===== config.mk =====
export PLATFORM = sky130hd
export DESIGN_NAME = slb_controller
export DESIGN_NICKNAME = d
export VERILOG_FILES = /design/src/slb_pkg.sv /design/src/slb_controller.sv
export SDC_FILE = /design/constraint.sdc
export NUM_CORES = 1
export LEC_CHECK = 0
export ABC_AREA = 0
export BUFFER_PORTS_ARGS = -buffer_cell sky130_fd_sc_hd__buf_2
export CORE_ASPECT_RATIO = 1.25
export CORE_MARGIN = 10
export CORE_UTILIZATION = 35
export CTS_CLUSTER_SIZE = 40
export DETAILED_ROUTE_END_ITERATION = 10
export GPL_TIMING_DRIVEN = 0
export PLACE_DENSITY_LB_ADDON = 0.25
export SKIP_CTS_REPAIR_TIMING = 1
export SYNTH_ARGS = -nofsm -noshare
export SYNTH_HDL_FRONTEND = slang
export SYNTH_HIERARCHICAL = 1
export SYNTH_SLANG_ARGS = --single-unit

===== constraint.sdc =====
create_clock -name clk_in -period 3.4 [get_ports clk_in]
set_clock_uncertainty 0.2 [all_clocks]
set_input_delay 0.68 -clock clk_in [delete_from_list [all_inputs] [get_ports clk_in]]
set_output_delay 0.68 -clock clk_in [all_outputs]
set_load 0.05 [all_outputs]

===== src/slb_pkg.sv =====
// constants and types of the serial link self-test controller
// Function
// [RULE1] 0x01 starts test, zero stops it
// [RULE2] start sends back-channel writes to remote
// [RULE3] remote sends pseudo-random stream at rate
// [RULE4] each port checks every received pattern bit; code skips the first 7 valid bits after start or lock
// [RULE5] remote counts back-channel CRC errors
// [RULE6] per-port error tally readable at 0x57
// [RULE7] no or lost lock reads 0xFF
// [RULE8] pass indication low per data error
// [RULE9] pass indication routable to gpio pins
// [RULE10] route lock status to gpio too
// [RULE11] 0xD0 bit 5 shows remote test active
// [RULE12] bits 7:6 gate outputs, 00 off 10 on
// [RULE13] enabled outputs keep CSI-2 in LP11; code drops LP11 while pgen_enable_in is high
// [RULE14] clock select forwarded to remote 0x14[2:1]
// [RULE15] clock select sampled only at test start
// [RULE16] software avoids clock select value 11
// [RULE17] serial monitor output stays available
// [RULE18] tally cleared at start, saturates
package slb_pkg;
    localparam int NPORT = 4;
    localparam int NGPIO = 4;
    localparam logic [7:0] GPIO_OFF = 8'h10;
    localparam logic [7:0] PAGE_OFF = 8'h4C;
    localparam logic [7:0] TALLY_OFF = 8'h57;
    localparam logic [7:0] CTRL_OFF = 8'hB3;
    localparam logic [7:0] DBG_OFF = 8'hD0;
    localparam logic [7:0] CTRL_RST = 8'h00;
    localparam logic [7:0] PAGE_RST = 8'h00;
    localparam logic [7:0] GPIO_RST = 8'h00;
    localparam int CTRL_EN_BIT = 0;
    localparam int CLK_LSB = 1;
    localparam int GATE_LSB = 6;
    localparam int DBG_ACT_BIT = 5;
    localparam int PAGE_LSB = 4;
    localparam int GPIO_PORT_LSB = 4;
    localparam logic [1:0] GATE_ON = 2'h2;
    localparam logic [1:0] GATE_OFF = 2'h0;
    localparam logic [1:0] SRC_PASS = 2'h1;
    localparam logic [1:0] SRC_LOCK = 2'h2;
    localparam logic [7:0] REMOTE_REG = 8'h14;
    localparam logic [7:0] REMOTE_OFF_VAL = 8'h00;
    localparam logic [7:0] TALLY_MAX = 8'hFE;
    localparam logic [7:0] TALLY_FAIL = 8'hFF;
    localparam logic [2:0] PRBS_FILL = 3'h7;
    typedef struct packed {
        logic [7:0] addr;
        logic [7:0] data;
    } slb_bc_t;
    typedef enum logic [1:0] {ST_IDLE, ST_SEND_ON, ST_RUN, ST_SEND_OFF} slb_state_t;
endpackage


===== src/slb_controller.sv =====
// self-test controller: register slave, remote setup, per-port pattern checkers
//
// The strobed register port was left to the implementer.
`timescale 1ns/1ns
`default_nettype none

// ----------------------------------------
// per-port pattern checker
// ----------------------------------------
module slb_port_check (
    input wire logic clk_in,
    input wire logic nrst_in,
    input wire logic active_in,
    input wire logic clear_in,
    input wire logic stop_in,
    input wire logic lock_in,
    input wire logic bit_valid_in,
    input wire logic bit_in,
    output logic [7:0] tally_out,
    output logic err_out
);
    import slb_pkg::*;
    logic [6:0] sr;
    logic [2:0] fill;
    logic seen;
    logic lost;
    // self-synchronising prbs7: expected bit comes from the last received ones
    wire expect_bit = sr[6] ^ sr[5];
    wire synced = (fill == PRBS_FILL);
    wire mism = active_in & lock_in & bit_valid_in & synced & (bit_in != expect_bit); // [RULE4] [RULE3]
    wire lost_now = lost | (active_in & seen & ~lock_in);
    wire fail = lost_now | (stop_in & ~seen);
    wire [7:0] next_tally = fail ? TALLY_FAIL :
        (mism && tally_out < TALLY_MAX) ? 8'(tally_out + 8'h01) : tally_out; // [RULE7] [RULE18]
    wire [2:0] next_fill = ~lock_in ? 3'h0 :
        (bit_valid_in && !synced) ? 3'(fill + 3'h1) : fill;

    always_ff @(posedge clk_in) begin
        if (!nrst_in || clear_in) begin // [RULE18]
            sr <= 7'h00;
            fill <= 3'h0;
            seen <= 1'b0;
            lost <= 1'b0;
            tally_out <= 8'h00;
            err_out <= 1'b0;
        end else begin
            if (bit_valid_in && lock_in) begin
                sr <= {sr[5:0], bit_in};
            end
            fill <= next_fill;
            seen <= seen | (active_in & lock_in);
            lost <= lost_now;
            tally_out <= next_tally;
            err_out <= mism;
        end
    end
endmodule

// ----------------------------------------
// top level
// ----------------------------------------
module slb_controller (
    input wire logic clk_in,
    input wire logic nrst_in,
    input wire logic [7:0] addr_in,
    input wire logic [7:0] wdata_in,
    input wire logic wr_in,
    input wire logic rd_in,
    output logic [7:0] rdata_out,
    output slb_pkg::slb_bc_t bc_req_out,
    output logic bc_valid_out,
    input wire logic bc_ready_in,
    input wire logic remote_selftest_active_in,
    input wire logic [slb_pkg::NPORT-1:0] rx_lock_in,
    input wire logic [slb_pkg::NPORT-1:0] rx_bit_valid_in,
    input wire logic [slb_pkg::NPORT-1:0] rx_bit_in,
    input wire logic pgen_enable_in,
    output logic [slb_pkg::NPORT-1:0] pass_out,
    output logic [slb_pkg::NGPIO-1:0] gpio_out,
    output logic outputs_enable_out,
    output logic csi_lp11_out,
    output logic serial_monitor_output_out
);
    import slb_pkg::*;

    // ----------------------------------------
    // registers
    // ----------------------------------------
    logic [7:0] selftest_control;
    logic [7:0] page;
    logic [7:0] gpio_pin_config [NGPIO];
    logic [1:0] clk_sel;
    slb_state_t state;
    logic [7:0] tally [NPORT];
    logic [NPORT-1:0] err_vec;

    wire [1:0] sel_port = page[PAGE_LSB+1:PAGE_LSB];
    wire [1:0] selftest_output_gating = selftest_control[GATE_LSB+1:GATE_LSB];
    wire [1:0] selftest_clock_select = selftest_control[CLK_LSB+1:CLK_LSB];
    wire ctrl_en = selftest_control[CTRL_EN_BIT];
    wire wr_ctrl = wr_in & (addr_in == CTRL_OFF);
    wire wr_page = wr_in & (addr_in == PAGE_OFF);
    wire is_gpio = (addr_in[7:2] == GPIO_OFF[7:2]);
    wire [7:0] dbg_val = 8'({remote_selftest_active_in, 5'h00}); // [RULE11]
    wire [7:0] gpio_rd = gpio_pin_config[addr_in[1:0]];
    wire [7:0] next_rdata = !rd_in ? 8'h00 :
        (addr_in == TALLY_OFF) ? tally[sel_port] : // [RULE6]
        (addr_in == CTRL_OFF) ? selftest_control :
        (addr_in == DBG_OFF) ? dbg_val :
        (addr_in == PAGE_OFF) ? page :
        is_gpio ? gpio_rd : 8'h00;

    always_ff @(posedge clk_in) begin
        if (!nrst_in) begin
            selftest_control <= CTRL_RST;
            page <= PAGE_RST;
            rdata_out <= 8'h00;
        end else begin
            if (wr_ctrl) begin
                selftest_control <= wdata_in; // [RULE1]
            end
            if (wr_page) begin
                page <= wdata_in;
            end
            rdata_out <= next_rdata;
        end
    end

    genvar g;
    generate
        for (g = 0; g < NGPIO; g++) begin : gpio_cfg
            always_ff @(posedge clk_in) begin
                if (!nrst_in) begin
                    gpio_pin_config[g] <= GPIO_RST;
                end else if (wr_in && is_gpio && addr_in[1:0] == 2'(g)) begin
                    gpio_pin_config[g] <= wdata_in;
                end
            end
        end
    endgenerate

    // ----------------------------------------
    // remote setup sequence
    // ----------------------------------------
    // setup waits on the back channel, so checkers only run once the write is taken
    wire bc_take = bc_valid_out & bc_ready_in;
    wire start_p = (state == ST_IDLE) & ctrl_en;
    wire stop_p = (state == ST_RUN) & ~ctrl_en;
    slb_state_t next_state;
    always_comb begin
        next_state = state;
        case (state)
            ST_IDLE: if (ctrl_en) begin
                next_state = ST_SEND_ON; // [RULE1]
            end
            ST_SEND_ON: if (bc_take) begin
                next_state = ST_RUN; // [RULE2]
            end
            ST_RUN: if (!ctrl_en) begin
                next_state = ST_SEND_OFF; // [RULE1]
            end
            ST_SEND_OFF: if (bc_take) begin
                next_state = ST_IDLE;
            end
            default: next_state = ST_IDLE;
        endcase
    end
    wire next_on = (next_state == ST_SEND_ON);
    wire next_off = (next_state == ST_SEND_OFF);
    // the first on word leaves at the start edge, before clk_sel has loaded
    wire [1:0] fwd_sel = start_p ? selftest_clock_select : clk_sel;
    wire [7:0] on_val = 8'({fwd_sel, 1'b1}); // [RULE14]
    slb_bc_t next_bc;
    assign next_bc.addr = REMOTE_REG;
    assign next_bc.data = next_on ? on_val : REMOTE_OFF_VAL;

    always_ff @(posedge clk_in) begin
        if (!nrst_in) begin
            state <= ST_IDLE;
            clk_sel <= 2'h0;
            bc_valid_out <= 1'b0;
            bc_req_out <= '0;
        end else begin
            state <= next_state;
            if (start_p) begin
                clk_sel <= selftest_clock_select; // [RULE15]
            end
            bc_valid_out <= next_on | next_off; // [RULE2]
            bc_req_out <= next_bc;
        end
    end
    // gating covers the stop write too, so outputs stay off until the remote is back
    wire test_on = (state != ST_IDLE);

    // ----------------------------------------
    // port checkers and outputs
    // ----------------------------------------
    generate
        for (g = 0; g < NPORT; g++) begin : port
            slb_port_check u_chk (
                .clk_in(clk_in),
                .nrst_in(nrst_in),
                .active_in(state == ST_RUN),
                .clear_in(start_p),
                .stop_in(stop_p),
                .lock_in(rx_lock_in[g]),
                .bit_valid_in(rx_bit_valid_in[g]),
                .bit_in(rx_bit_in[g]),
                .tally_out(tally[g]),
                .err_out(err_vec[g])
            );
        end
    endgenerate

    logic [NGPIO-1:0] next_gpio;
    generate
        for (g = 0; g < NGPIO; g++) begin : gpio_sel
            wire [1:0] gsrc = gpio_pin_config[g][1:0];
            wire [1:0] gport = gpio_pin_config[g][GPIO_PORT_LSB+1:GPIO_PORT_LSB];
            assign next_gpio[g] = (gsrc == SRC_PASS) ? ~err_vec[gport] : // [RULE9]
                (gsrc == SRC_LOCK) ? rx_lock_in[gport] : 1'b0;
        end
    endgenerate

    wire gate_on = (selftest_output_gating == GATE_ON);
    always_ff @(posedge clk_in) begin
        if (!nrst_in) begin
            pass_out <= '1;
            gpio_out <= '0;
            outputs_enable_out <= 1'b1;
            csi_lp11_out <= 1'b0;
            serial_monitor_output_out <= 1'b0;
        end else begin
            pass_out <= ~err_vec; // [RULE8]
            gpio_out <= next_gpio;
            outputs_enable_out <= ~test_on | gate_on; // [RULE12]
            csi_lp11_out <= test_on & gate_on & ~pgen_enable_in; // [RULE13]
            serial_monitor_output_out <= rx_bit_in[sel_port]; // [RULE17]
        end
    end
endmodule

`default_nettype wire


-- Yosys cells after proc, flatten, opt, wreduce, memory -nomap -nowiden
Memory sizes are Yosys's and may differ from the RTL's.
Index checks and enable logic that the tools add are counted.
- input bits: 35
- word-level logic and storage cells: 264
- output and inout port bits: 36
- bits in registers: 140
- memories: 1
- memory bits (writable): 32
- bitwise logic cells: 74
- add/sub/neg operators: 8
- mux-type cells: 67
- reduce and logical (&&, ||, !) cells: 36
- magnitude comparators: 10
- eq/ne operators: 30
- memories (memory ; words ; width ; rd ports ; clocked after Yosys merged registers in ; write ports ; line ; RTL):
    gpio_pin_config ; 4 ; 8 ; 5 ; 0 ; 4 ; slb_controller.sv:91 ; logic [7:0] gpio_pin_config [NGPIO];
- operators by type and width (cell ; count):
    $mux 8 ; 19
    $and 1x1->1 ; 35
    $add 8x1->8 const B ; 4
    $lt 8x8->1 const B ; 4
    $mux 1 ; 30
    $eq 2x2->1 const B ; 10
    $bmux 1 s2 ; 9
    $or 1x1->1 ; 18
    $logic_and 1x1->1 ; 17
    $bmux 8 s2 ; 1
    $eq 8x7->1 const B ; 2
    $eq 8x8->1 const B ; 2
    $lt 2x3->1 const B ; 5
    $not 1->1 ; 15
    $eq 2x1->1 const B ; 7
    $mux 13 ; 1
    $add 3x1->3 const B ; 4
    $eq 3x3->1 const B ; 4
    $mux 2 ; 5
    $reduce_bool 2->1 ; 5
    $pmux 2 s4 ; 1
    $reduce_or 2->1 ; 4
    $eq 6x3->1 const B ; 1
    $logic_not 1->1 ; 5
    other kinds (9) ; 17

-- Depth between registers and ports, before layout
Gate-level depths: netlist of run 1.
- depth after elaboration: 8
- gate-level depth with buffers: 6
- mapped depth without buffers: 6

-- Cells and area by module
The synthesis of run 1 kept the hierarchy.
- modules (own cells, without submodules) (module ; instances ; cells each ; area an instance (µm²) ; seq. area each (µm²)):
    slb_controller ; 1 ; 305 ; 3737.3 ; 1821.7
    slb_port_check ; 4 ; 102 ; 907.1 ; 420.4

-- Least setup slack after synthesis of run 1
No wires, ideal clock.
- path kind: input port to flip-flop
- start point: input port addr_in[3]
- end point: memory gpio_pin_config[0][0], enable pin
- buffers on the path: 1
- arrival time: 2.082 ns
- cell stages on the path: 5
- data required time: 2.813 ns
- setup time: 0.387 ns
- setup slack: 0.732 ns
- cells stage by stage: nor4b_4 -> and2_1 -> buf_2 -> nand2_1 -> o31ai_1
- RTL lines (what ; line ; RTL):
    from (decl) ; slb_controller.sv:65 ; input wire logic [7:0] addr_in,
    to (decl) ; slb_controller.sv:91 ;

==> impl_metrics.tcl, run 1 <==
set metrics [dict create \
    outcome "completed" \
    totalWireLength_um 18800 \
    yosysSeqAreaShare_pct 47.6 \
    nets 844 \
    multi_input_area_sq_mm 0.00362 \
    start_util_pct 35.5 \
    clockBufferDepth 2 \
    ant_nets 0 \
    syn-cell-area_sq_mm 0.00737 \
    clockPowerShare_pct 45.1 \
    cts-buffers-inserted 17 \
    hpwl_um 13800 \
    finalPower_mw 4.09 \
    drt-initial-drc-count 409 \
    grt_max_degree 17 \
    switching_share_pct 23.6 \
    final_util_pct 41.4 \
    core_area_sq_mm 0.0207 \
    fmax_mhz 353 \
    hp-start "pgen_enable_in" \
    ys.flop_type "dfxtp_1" \
    final_cell_area_sq_mm 0.00859 \
    setup_viol 0 \
    vias 5558 \
    dieHeight_um 182 \
    die_x_um 150 \
    pwr_density_cell_mw_per_mm2 476 \
    power.internal_mw 3.12 \
    core.rowCount 59 \
    synth-async-reset-ratio_pct 0 \
    drv_cap 0 \
    crit_type "input port to flop" \
    root_buffer "clkbuf_16" \
    switchingPower_uw 967 \
    hp-class "input port to flop" \
    fillCellCount 2052 \
    grt_usage_pct 13.9 \
    power.leakage_nw 3.23 \
    regArea_sq_mm 0.00350 \
    syn_inst 713 \
    antenna_cells 0 \
    hold_violations 0 \
    synth_edf_count 32 \
    place.gp.congestion 0.861 \
    relSlewSlack_pct 16.7 \
    seq_power_share_pct 48.3 \
    syn_avg_cell_area_sq_um 10.3 \
    ys_ff_latch 159 \
    timing.final.crit_share_pct 83.3 \
    timing.rr.start "state[1]$_SDFF_PN0_" \
    crit_start "addr_in[3]" \
    wl_per_cell_um 17.3 \
    cts_sinks 159 \
    insertion_delay_ns 0.43 \
    grt_overflow 0 \
    min_period_ns 2.83 \
    worst_slew_pin_slew_ns 1.24 \
    grt_first_pass_wirelength_um 29800 \
    instances_no_fill 1084 \
    place_area_sq_mm 0.00803 \
    endpoint_kind "flop" \
    drive_gt1_share_pct 18.9 \
    combinationalPowerShare_pct 6.6 \
    grt_pass1_vias 5457 \
    crit_path_max_fanout 8 \
    start_kind "input port" \
    pin_count 71 \
    cts_tree "done" \
    htree_levels 4 \
    rsz0062_at_grt "false" \
    vias_per_cell 5.13 \
    synth_warnings 6 \
    drtPass1Iterations 6 \
    ir_drop_mv 0.353 \
    maxSlewViolCount 0 \
    portBuffers 53 \
    syn_to_final_growth_pct 16.6 \
    worstPathArrival_ns 2.67 \
    antenna_found_initial 0 \
    post-place-cells 1051 \
    drc 0 \
    clk_pin_slew_ns 0.06 \
    ys_types 50 \
    dieArea_sq_mm 0.0273 \
    cp.required_ns 3.24 \
]
cells by family (layout without fill, tap and decap cells):
logic type,after synthesis,after routing,synth area share [%]
and+or+nand+nor,284,284,21.4
DFF,159,159,47.6
AOI/OAI and AO/OA,130,130,10.5
buffers and inverters,58,145,3.91
muxes,55,55,11.9
xor gates and xnor gates,14,14,2.55
adders and majority gates,12,12,2.04
other,1,11,0.0509
sequential cells by signal, indices dropped and copies added, names as in the netlist:
name and flops:
serial_monitor_output_out 1, pass_out 4, port.u_chk/fill 12, gpio_pin_config 32
bc_valid_out 1, port.u_chk/sr 28, port.u_chk/tally_out 32, selftest_control 8
page 8, gpio_out 4, state 1, port.u_chk/err_out 4
clk_sel 2, port.u_chk/lost 4, outputs_enable_out 1, bc_req_out 4
port.u_chk/seen 4, csi_lp11_out 1, rdata_out 8
cell usage after synthesis (4+ instances only):
cell type | n | area [sq um]
o211ai_2 | 4 | 50.1
or3_1 | 16 | 100
nand3b_1 | 5 | 37.5
o21ai_0 | 27 | 135
dfxtp_1 | 127 | 2540
mux2i_1 | 30 | 300
nand3_1 | 46 | 230
and3b_1 | 4 | 35.0
buf_4 | 13 | 97.6
or2_2 | 4 | 25.0
a2bb2oi_1 | 7 | 61.3
xor3_2 | 4 | 100
clkbuf_1 | 18 | 67.6
mux4_2 | 21 | 473
nor2_1 | 43 | 161
a21oi_1 | 48 | 240
or4_1 | 4 | 30.0
xnor2_1 | 5 | 43.8
nor2b_1 | 30 | 188
mux4_1 | 4 | 105
and2_1 | 36 | 225
xor2_1 | 5 | 43.8
ha_1 | 12 | 150
a31oi_1 | 35 | 219
or3_2 | 4 | 30.0
nand2b_1 | 8 | 50.1
nand2_1 | 53 | 199
edfxtp_1 | 32 | 961
nor3_1 | 10 | 50.1
buf_2 | 11 | 55.1
o31ai_1 | 5 | 37.5
and4_2 | 4 | 40.0
inv_1 | 14 | 52.6
nand4_1 | 6 | 37.5
power by group through the flow:
stage	clock, mW	sequential [mW]	combinational (mW)
6_report	1.84	1.97	0.269
5_1_grt	1.96	1.98	0.292
4_1_cts	1.89	1.97	0.270
3_5_place_dp	0	2.02	0.269
3_3_place_gp	0	2.01	0.268
2_1_floorplan	0	2.02	0.169
layer usage:
metal	vias to the layer above	routed length, um	global-route usage (%)
met3	17	764	3.04
li1	2752	-	-
met1	2696	8330	17.1
met4	0	330	5.41
met5	-	0	0
met2	93	9370	22.9
critical path, stage by stage:
cell	delay [ns]
buf_2	0.13
nor4b_4	0.36
and2_1	0.17
buf_2	0.20
nand2_1	0.14
o31ai_1	0.99
cells in the final DEF, fill, tap and decap left out, drive strengths merged, types with 6 or more instances in the layout:
cell / count
nand4: 6
mux4: 25
conb: 11
mux2i: 30
a31oi: 35
edfxtp: 32
nand2: 53
clkbuf: 38
ha: 12
inv: 15
o21ai: 28
nor3: 11
or3: 20
and2: 36
dfxtp: 127
buf: 81
nor2: 43
clkinv: 6
nor2b: 30
nand2b: 8
a21oi: 48
nand3: 48
a2bb2oi: 7
layout make-up:
cell class	count	area share, %
Inverter	14	0.612
Tap cell	274	3.99
Buffer	44	2.74
Clock inverter	12	1.40
Multi-Input combinational cell	506	42.1
Timing Repair Buffer	55	3.31
Sequential cell	159	40.8
Clock buffer	20	5.08
path summary, 6_finish.rpt:
kind | cells past startpoint | end | slack, ns
max reg2reg | 6 | port[3].u_chk/tally_out[3]$_SDFFE_PP0P_ | 0.60
min reg2reg | 2 | port[1].u_chk/sr[2]$_SDFFE_PP0P_ | 0.26
max | 6 | gpio_pin_config[0][4]$_SDFFCE_PN0P_ | 0.57
min | 2 | csi_lp11_out$_SDFF_PN0_ | 0.22
stage by stage:
step                      setup WS, ns  hold slack, ns  TNS, ns
final                            0.567           0.222        0
after global routing             0.332           0.216        0
after CTS                        0.451           0.202        0
after detailed placement     0.0000655           0.227        0
after global placement         -0.0762           0.243   -0.608
after floorplan                  0.732           0.184        0
No activity file was read; power rests on OpenSTA's default activity.
==> run 2, diff against run 1 <==
Clock period 3.4 ns to 2.85 ns, I/O delays scaled along.
==> run 2 against run 1 <==
Against the previous run: critical path depth is the same; via count grew 0.11%; setup slack lost 0.44 ns; sequential share of layout area is essentially flat; cell area is essentially flat; wire length is essentially flat; utilization is essentially flat; combinational power grew 19%; final cell count is the same; first-iteration DRC count grew 0.49%; global-route usage is the same; hold slack lost 0.11 ns.
==> impl_metrics.tcl, run 2 (synthesis gave the netlist of run 1 again) <==
set metrics [dict create \
    outcome "completed" \
    clockBufferDepth 2 \
    insertion_delay_ns 0.43 \
    dieHeight_um 182 \
    layout_common_cells "dfxtp_1 (127), buf_2 (64), nand2_1 (53)" \
    place_area_sq_mm 0.00803 \
    crit_start "addr_in[3]" \
    fmax_mhz 367 \
    core_area_sq_mm 0.0207 \
    vias_per_cell 5.13 \
    cts_tree "done" \
    vias 5564 \
    drv_cap 0 \
    ant_nets 0 \
    antenna_found_initial 0 \
    finalPower_mw 4.88 \
    post-place-cells 1051 \
    regArea_sq_mm 0.00350 \
    place.gp.congestion 0.861 \
    crit_path_max_fanout 8 \
    worstPathArrival_ns 2.56 \
    relSlewSlack_pct 16.7 \
    start_kind "input port" \
    syn_to_final_growth_pct 16.7 \
    totalWireLength_um 18800 \
    combinationalPowerShare_pct 6.6 \
    pin_count 71 \
    layout_commonest_cell "dfxtp_1" \
    grt_max_degree 17 \
    pwr_density_cell_mw_per_mm2 568 \
    cts-buffers-inserted 17 \
    die_x_um 150 \
    crit_type "input port to flop" \
    instances_no_fill 1084 \
    dieArea_sq_mm 0.0273 \
    rsz0062_at_grt "true" \
    final_cell_area_sq_mm 0.00859 \
    wl_per_cell_um 17.4 \
    power.leakage_nw 3.23 \
    hpwl_um 13800 \
    cts_sinks 159 \
    portBuffers 53 \
    multi_input_area_sq_mm 0.00362 \
    grt_pass1_vias 5457 \
    grt_first_pass_wirelength_um 29800 \
    power.internal_mw 3.72 \
    drc 0 \
    setup_viol 0 \
    drtPass1Iterations 5 \
    timing.rr.start "selftest_control[0]$_SDFFE_PN0P_" \
    clk_pin_slew_ns 0.06 \
    root_buffer "clkbuf_16" \
    maxSlewViolCount 0 \
    antenna_cells 0 \
    timing.final.crit_share_pct 95.5 \
    worst_slew_pin_slew_ns 1.24 \
    setup_tns_ns 0 \
    switching_share_pct 23.7 \
    drt-initial-drc-count 411 \
    cp.required_ns 2.69 \
    switchingPower_mw 1.15 \
    hp-start "pgen_enable_in" \
    grt_usage_pct 13.9 \
    min_period_ns 2.72 \
    seq_power_share_pct 48.3 \
    fillCellCount 2051 \
    hold_violations 0 \
    nets 844 \
    core.rowCount 59 \
    htree_levels 4 \
    reg_top3 "gpio_pin_config (32), port.u_chk/tally_out (32), port.u_chk/sr (28)" \
    start_util_pct 35.5 \
    endpoint_kind "flop" \
    grt_overflow 0 \
    drive_gt1_share_pct 19.0 \
    clockPowerShare_pct 45.2 \
    ir_drop_mv 0.423 \
    hp-class "input port to flop" \
]
-- run 2: metrics by stage --
stage          hold WS, ns  utilization, %  setup WS (ns)
2_1_floorplan        0.184               -          0.292
3_5_place_dp         0.227            38.7         -0.440
6_report             0.111            41.4          0.129
5_1_grt              0.106            41.4         -0.108
4_1_cts             0.0924            41.4         0.0110
3_3_place_gp         0.243            38.6         -0.552
-- run 2: power groups by stage --
stage	clock network, mW	logic, mW	registers, mW
floorplan	0	0.202	2.42
global placement	0	0.320	2.40
detailed placement	0	0.321	2.40
CTS	2.25	0.322	2.35
global route	2.34	0.348	2.36
finish	2.20	0.321	2.35
-- run 2: worst paths after layout --
path                            slack (ns)                                  end  cells after the start
worst max-delay path                  0.13  gpio_pin_config[0][4]$_SDFFCE_PN0P_                      6
worst min-delay path                  0.11              csi_lp11_out$_SDFF_PN0_                      2
worst max register to register        0.31     port[1].u_chk/err_out$_SDFF_PP0_                      6
worst min register to register        0.26     port[1].u_chk/sr[2]$_SDFFE_PP0P_                      2
-- run 2: layout make-up --
class	instances	area share, %
buffer	44	2.74
clock buffer	20	5.08
clock inverter	12	1.40
inverter	14	0.611
multi-input combinational	506	42.1
sequential	159	40.8
tap	274	3.99
timing repair buffer	55	3.30
-- run 2: worst max-delay path, cell delays in order --
cell,delay (ns)
buf_2,0.13
nor4b_4,0.36
and2_1,0.17
buf_2,0.20
nand2_1,0.14
o31ai_1,0.99
-- run 2: metal layers --
metal,track usage [%],share of wire (%)
met5,0,0
met4,5.41,1.8
met3,3.04,4.1
met2,22.9,50
met1,17.1,44
==> run 3, diff against run 2 <==
Settings changed: CORE_ASPECT_RATIO 1.25 to unset, RECOVER_POWER set to 100.
==> run 3 against run 2 <==
Against the previous run: register-to-register slack worse by 0.07 ns; via count is 1.6% lower; utilization is 0.58 points lower; maximum frequency is 4.2% higher; first-iteration DRC count is 34% lower; hold slack worse by 0.024 ns; critical path depth is 1 lower; die area is 0.13% lower; sequential cell count stayed put; largest power group unchanged.
==> impl_metrics.tcl, run 3 (synthesis gave the netlist of run 1 again) <==
set metrics [dict create \
    endpoint_kind "flop" \
    portBuffers 53 \
    crit_buf_inv 2 \
    totalWireLength_um 18300 \
    clk_pin_slew_ns 0.07 \
    final_cell_area_sq_mm 0.00853 \
    crit_type "flop to flop" \
    outcome "completed" \
    start_util_pct 35.3 \
    seq_power_share_pct 47.9 \
    clockPowerShare_pct 45.7 \
    worstPathArrival_ns 2.70 \
    pwr_density_cell_mw_per_mm2 576 \
    grt_max_degree 17 \
    die_x_um 165 \
    rsz0062_at_grt "false" \
    cts_sinks 159 \
    htree_levels 4 \
    slowest_stage "nor3b_2" \
    wl_per_cell_um 16.9 \
    grt_pass1_vias 5277 \
    drc 0 \
    combinationalPowerShare_pct 6.4 \
    insertion_delay_ns 0.44 \
    setup_tns_ns 0 \
    setup_viol 0 \
    cp.required_ns 2.94 \
    path_common_cell "clkbuf_1" \
    maxSlewViolCount 0 \
    grt_usage_pct 13.6 \
    grt_overflow 0 \
    syn_to_final_growth_pct 15.8 \
    dieHeight_um 165 \
    max_stage_delay_ns 0.74 \
    core_area_sq_mm 0.0209 \
    path_delay_family "simple AND/OR/NAND/NOR gates" \
    hold_violations 0 \
    timing.final.crit_share_pct 91.7 \
    hp-class "input port to flop" \
    vias 5473 \
    cts_tree "done" \
    drive_gt1_share_pct 16.1 \
    root_buffer "clkbuf_16" \
    switching_share_pct 25.3 \
    antenna_found_initial 0 \
    pin_count 71 \
    relSlewSlack_pct 33.5 \
    layout_commonest_cell "dfxtp_1" \
    grt_first_pass_wirelength_um 28800 \
    power.leakage_nw 3.11 \
    ant_nets 0 \
    vias_per_cell 5.05 \
    antenna_cells 0 \
    drt-initial-drc-count 273 \
    min_period_ns 2.61 \
    drtPass1Iterations 8 \
    ir_drop_mv 0.316 \
    hpwl_um 13300 \
    place.gp.congestion 0.804 \
    drv_cap 0 \
    place_area_sq_mm 0.00802 \
    reg_top3 "gpio_pin_config (32), port.u_chk/tally_out (32), port.u_chk/sr (28)" \
    power.internal_mw 3.67 \
    path_cells "nor3b_2, nand2b_1, clkbuf_1, clkbuf_1, nor2_1" \
    fmax_mhz 383 \
    core.rowCount 53 \
    clockBufferDepth 2 \
    worst_slew_pin_slew_ns 0.995 \
    cts-buffers-inserted 17 \
    start_kind "flop" \
    crit_path_max_fanout 10 \
    dieArea_sq_mm 0.0272 \
    layout_common_cells "dfxtp_1 (127), nand2_1 (53), a21oi_1 (48)" \
    switchingPower_mw 1.24 \
    nets 842 \
    finalPower_mw 4.92 \
]
-- run 3: changes by cell type in the layout (fill, tap and decap cells not counted), moves of 2 or more --
cell / change
and2_0: +24
and2_1: -24
buf_2: -28
clkbuf_1: +25
clkinv_1: -4
inv_6: +4
inv_8: +3
nor4b_2: +2
nor4b_4: -2
-- run 3: power groups by stage --
stage | Clock [mW] | Sequential, mW | Combinational [mW]
2_1_floorplan | 0 | 2.42 | 0.202
4_1_cts | 2.30 | 2.35 | 0.324
3_5_place_dp | 0 | 2.41 | 0.323
3_3_place_gp | 0 | 2.40 | 0.323
6_report | 2.25 | 2.35 | 0.316
5_1_grt | 2.39 | 2.36 | 0.342
-- run 3: worst paths after layout --
path	slack, ns	depth (start not counted)	start	endpoint
setup / recovery	0.24	5	selftest_control[0]$_SDFFE_PN0P_	port[0].u_chk/err_out$_SDFF_PP0_
hold / removal	0.09	2	pgen_enable_in	csi_lp11_out$_SDFF_PN0_
setup reg to reg	0.24	5	selftest_control[0]$_SDFFE_PN0P_	port[0].u_chk/err_out$_SDFF_PP0_
hold reg to reg	0.25	1	port[2].u_chk/err_out$_SDFF_PP0_	pass_out[2]$_SDFF_PN1_
-- run 3: metal layers --
| layer | GRT usage (%) | vias to the layer above | wire length, um |
|---|---|---|---|
| li1 | - | 2752 | - |
| met1 | 17.9 | 2607 | 8750 |
| met2 | 21.4 | 94 | 8580 |
| met3 | 3.30 | 20 | 701 |
| met4 | 4.47 | 0 | 272 |
| met5 | 0 | - | 0 |
-- run 3: cell type report --
| cell class | instances | area, sq um |
|---|---|---|
| Fill cell | 2088 | 12400 |
| Inverter | 14 | 52.6 |
| Multi-Input combinational cell | 506 | 3590 |
| Buffer | 44 | 234 |
| Tap cell | 275 | 344 |
| Clock buffer | 18 | 429 |
| Sequential cell | 159 | 3500 |
| Clock inverter | 14 | 148 |
| Timing Repair Buffer | 53 | 233 |
-- run 3: per-stage QoR --
stage / hold slack (ns) / setup WS [ns] / instances / util [%]
finish: 0.0873 / 0.238 / 1083 / 40.9
global route: 0.0829 / 0.0178 / 1083 / 40.9
CTS: 0.0776 / -0.0183 / 1083 / 41.1
detailed placement: 0.236 / -0.467 / 1051 / 38.4
global placement: 0.229 / -0.462 / 1051 / 38.4
floorplan: 0.184 / 0.292 / 723 / -
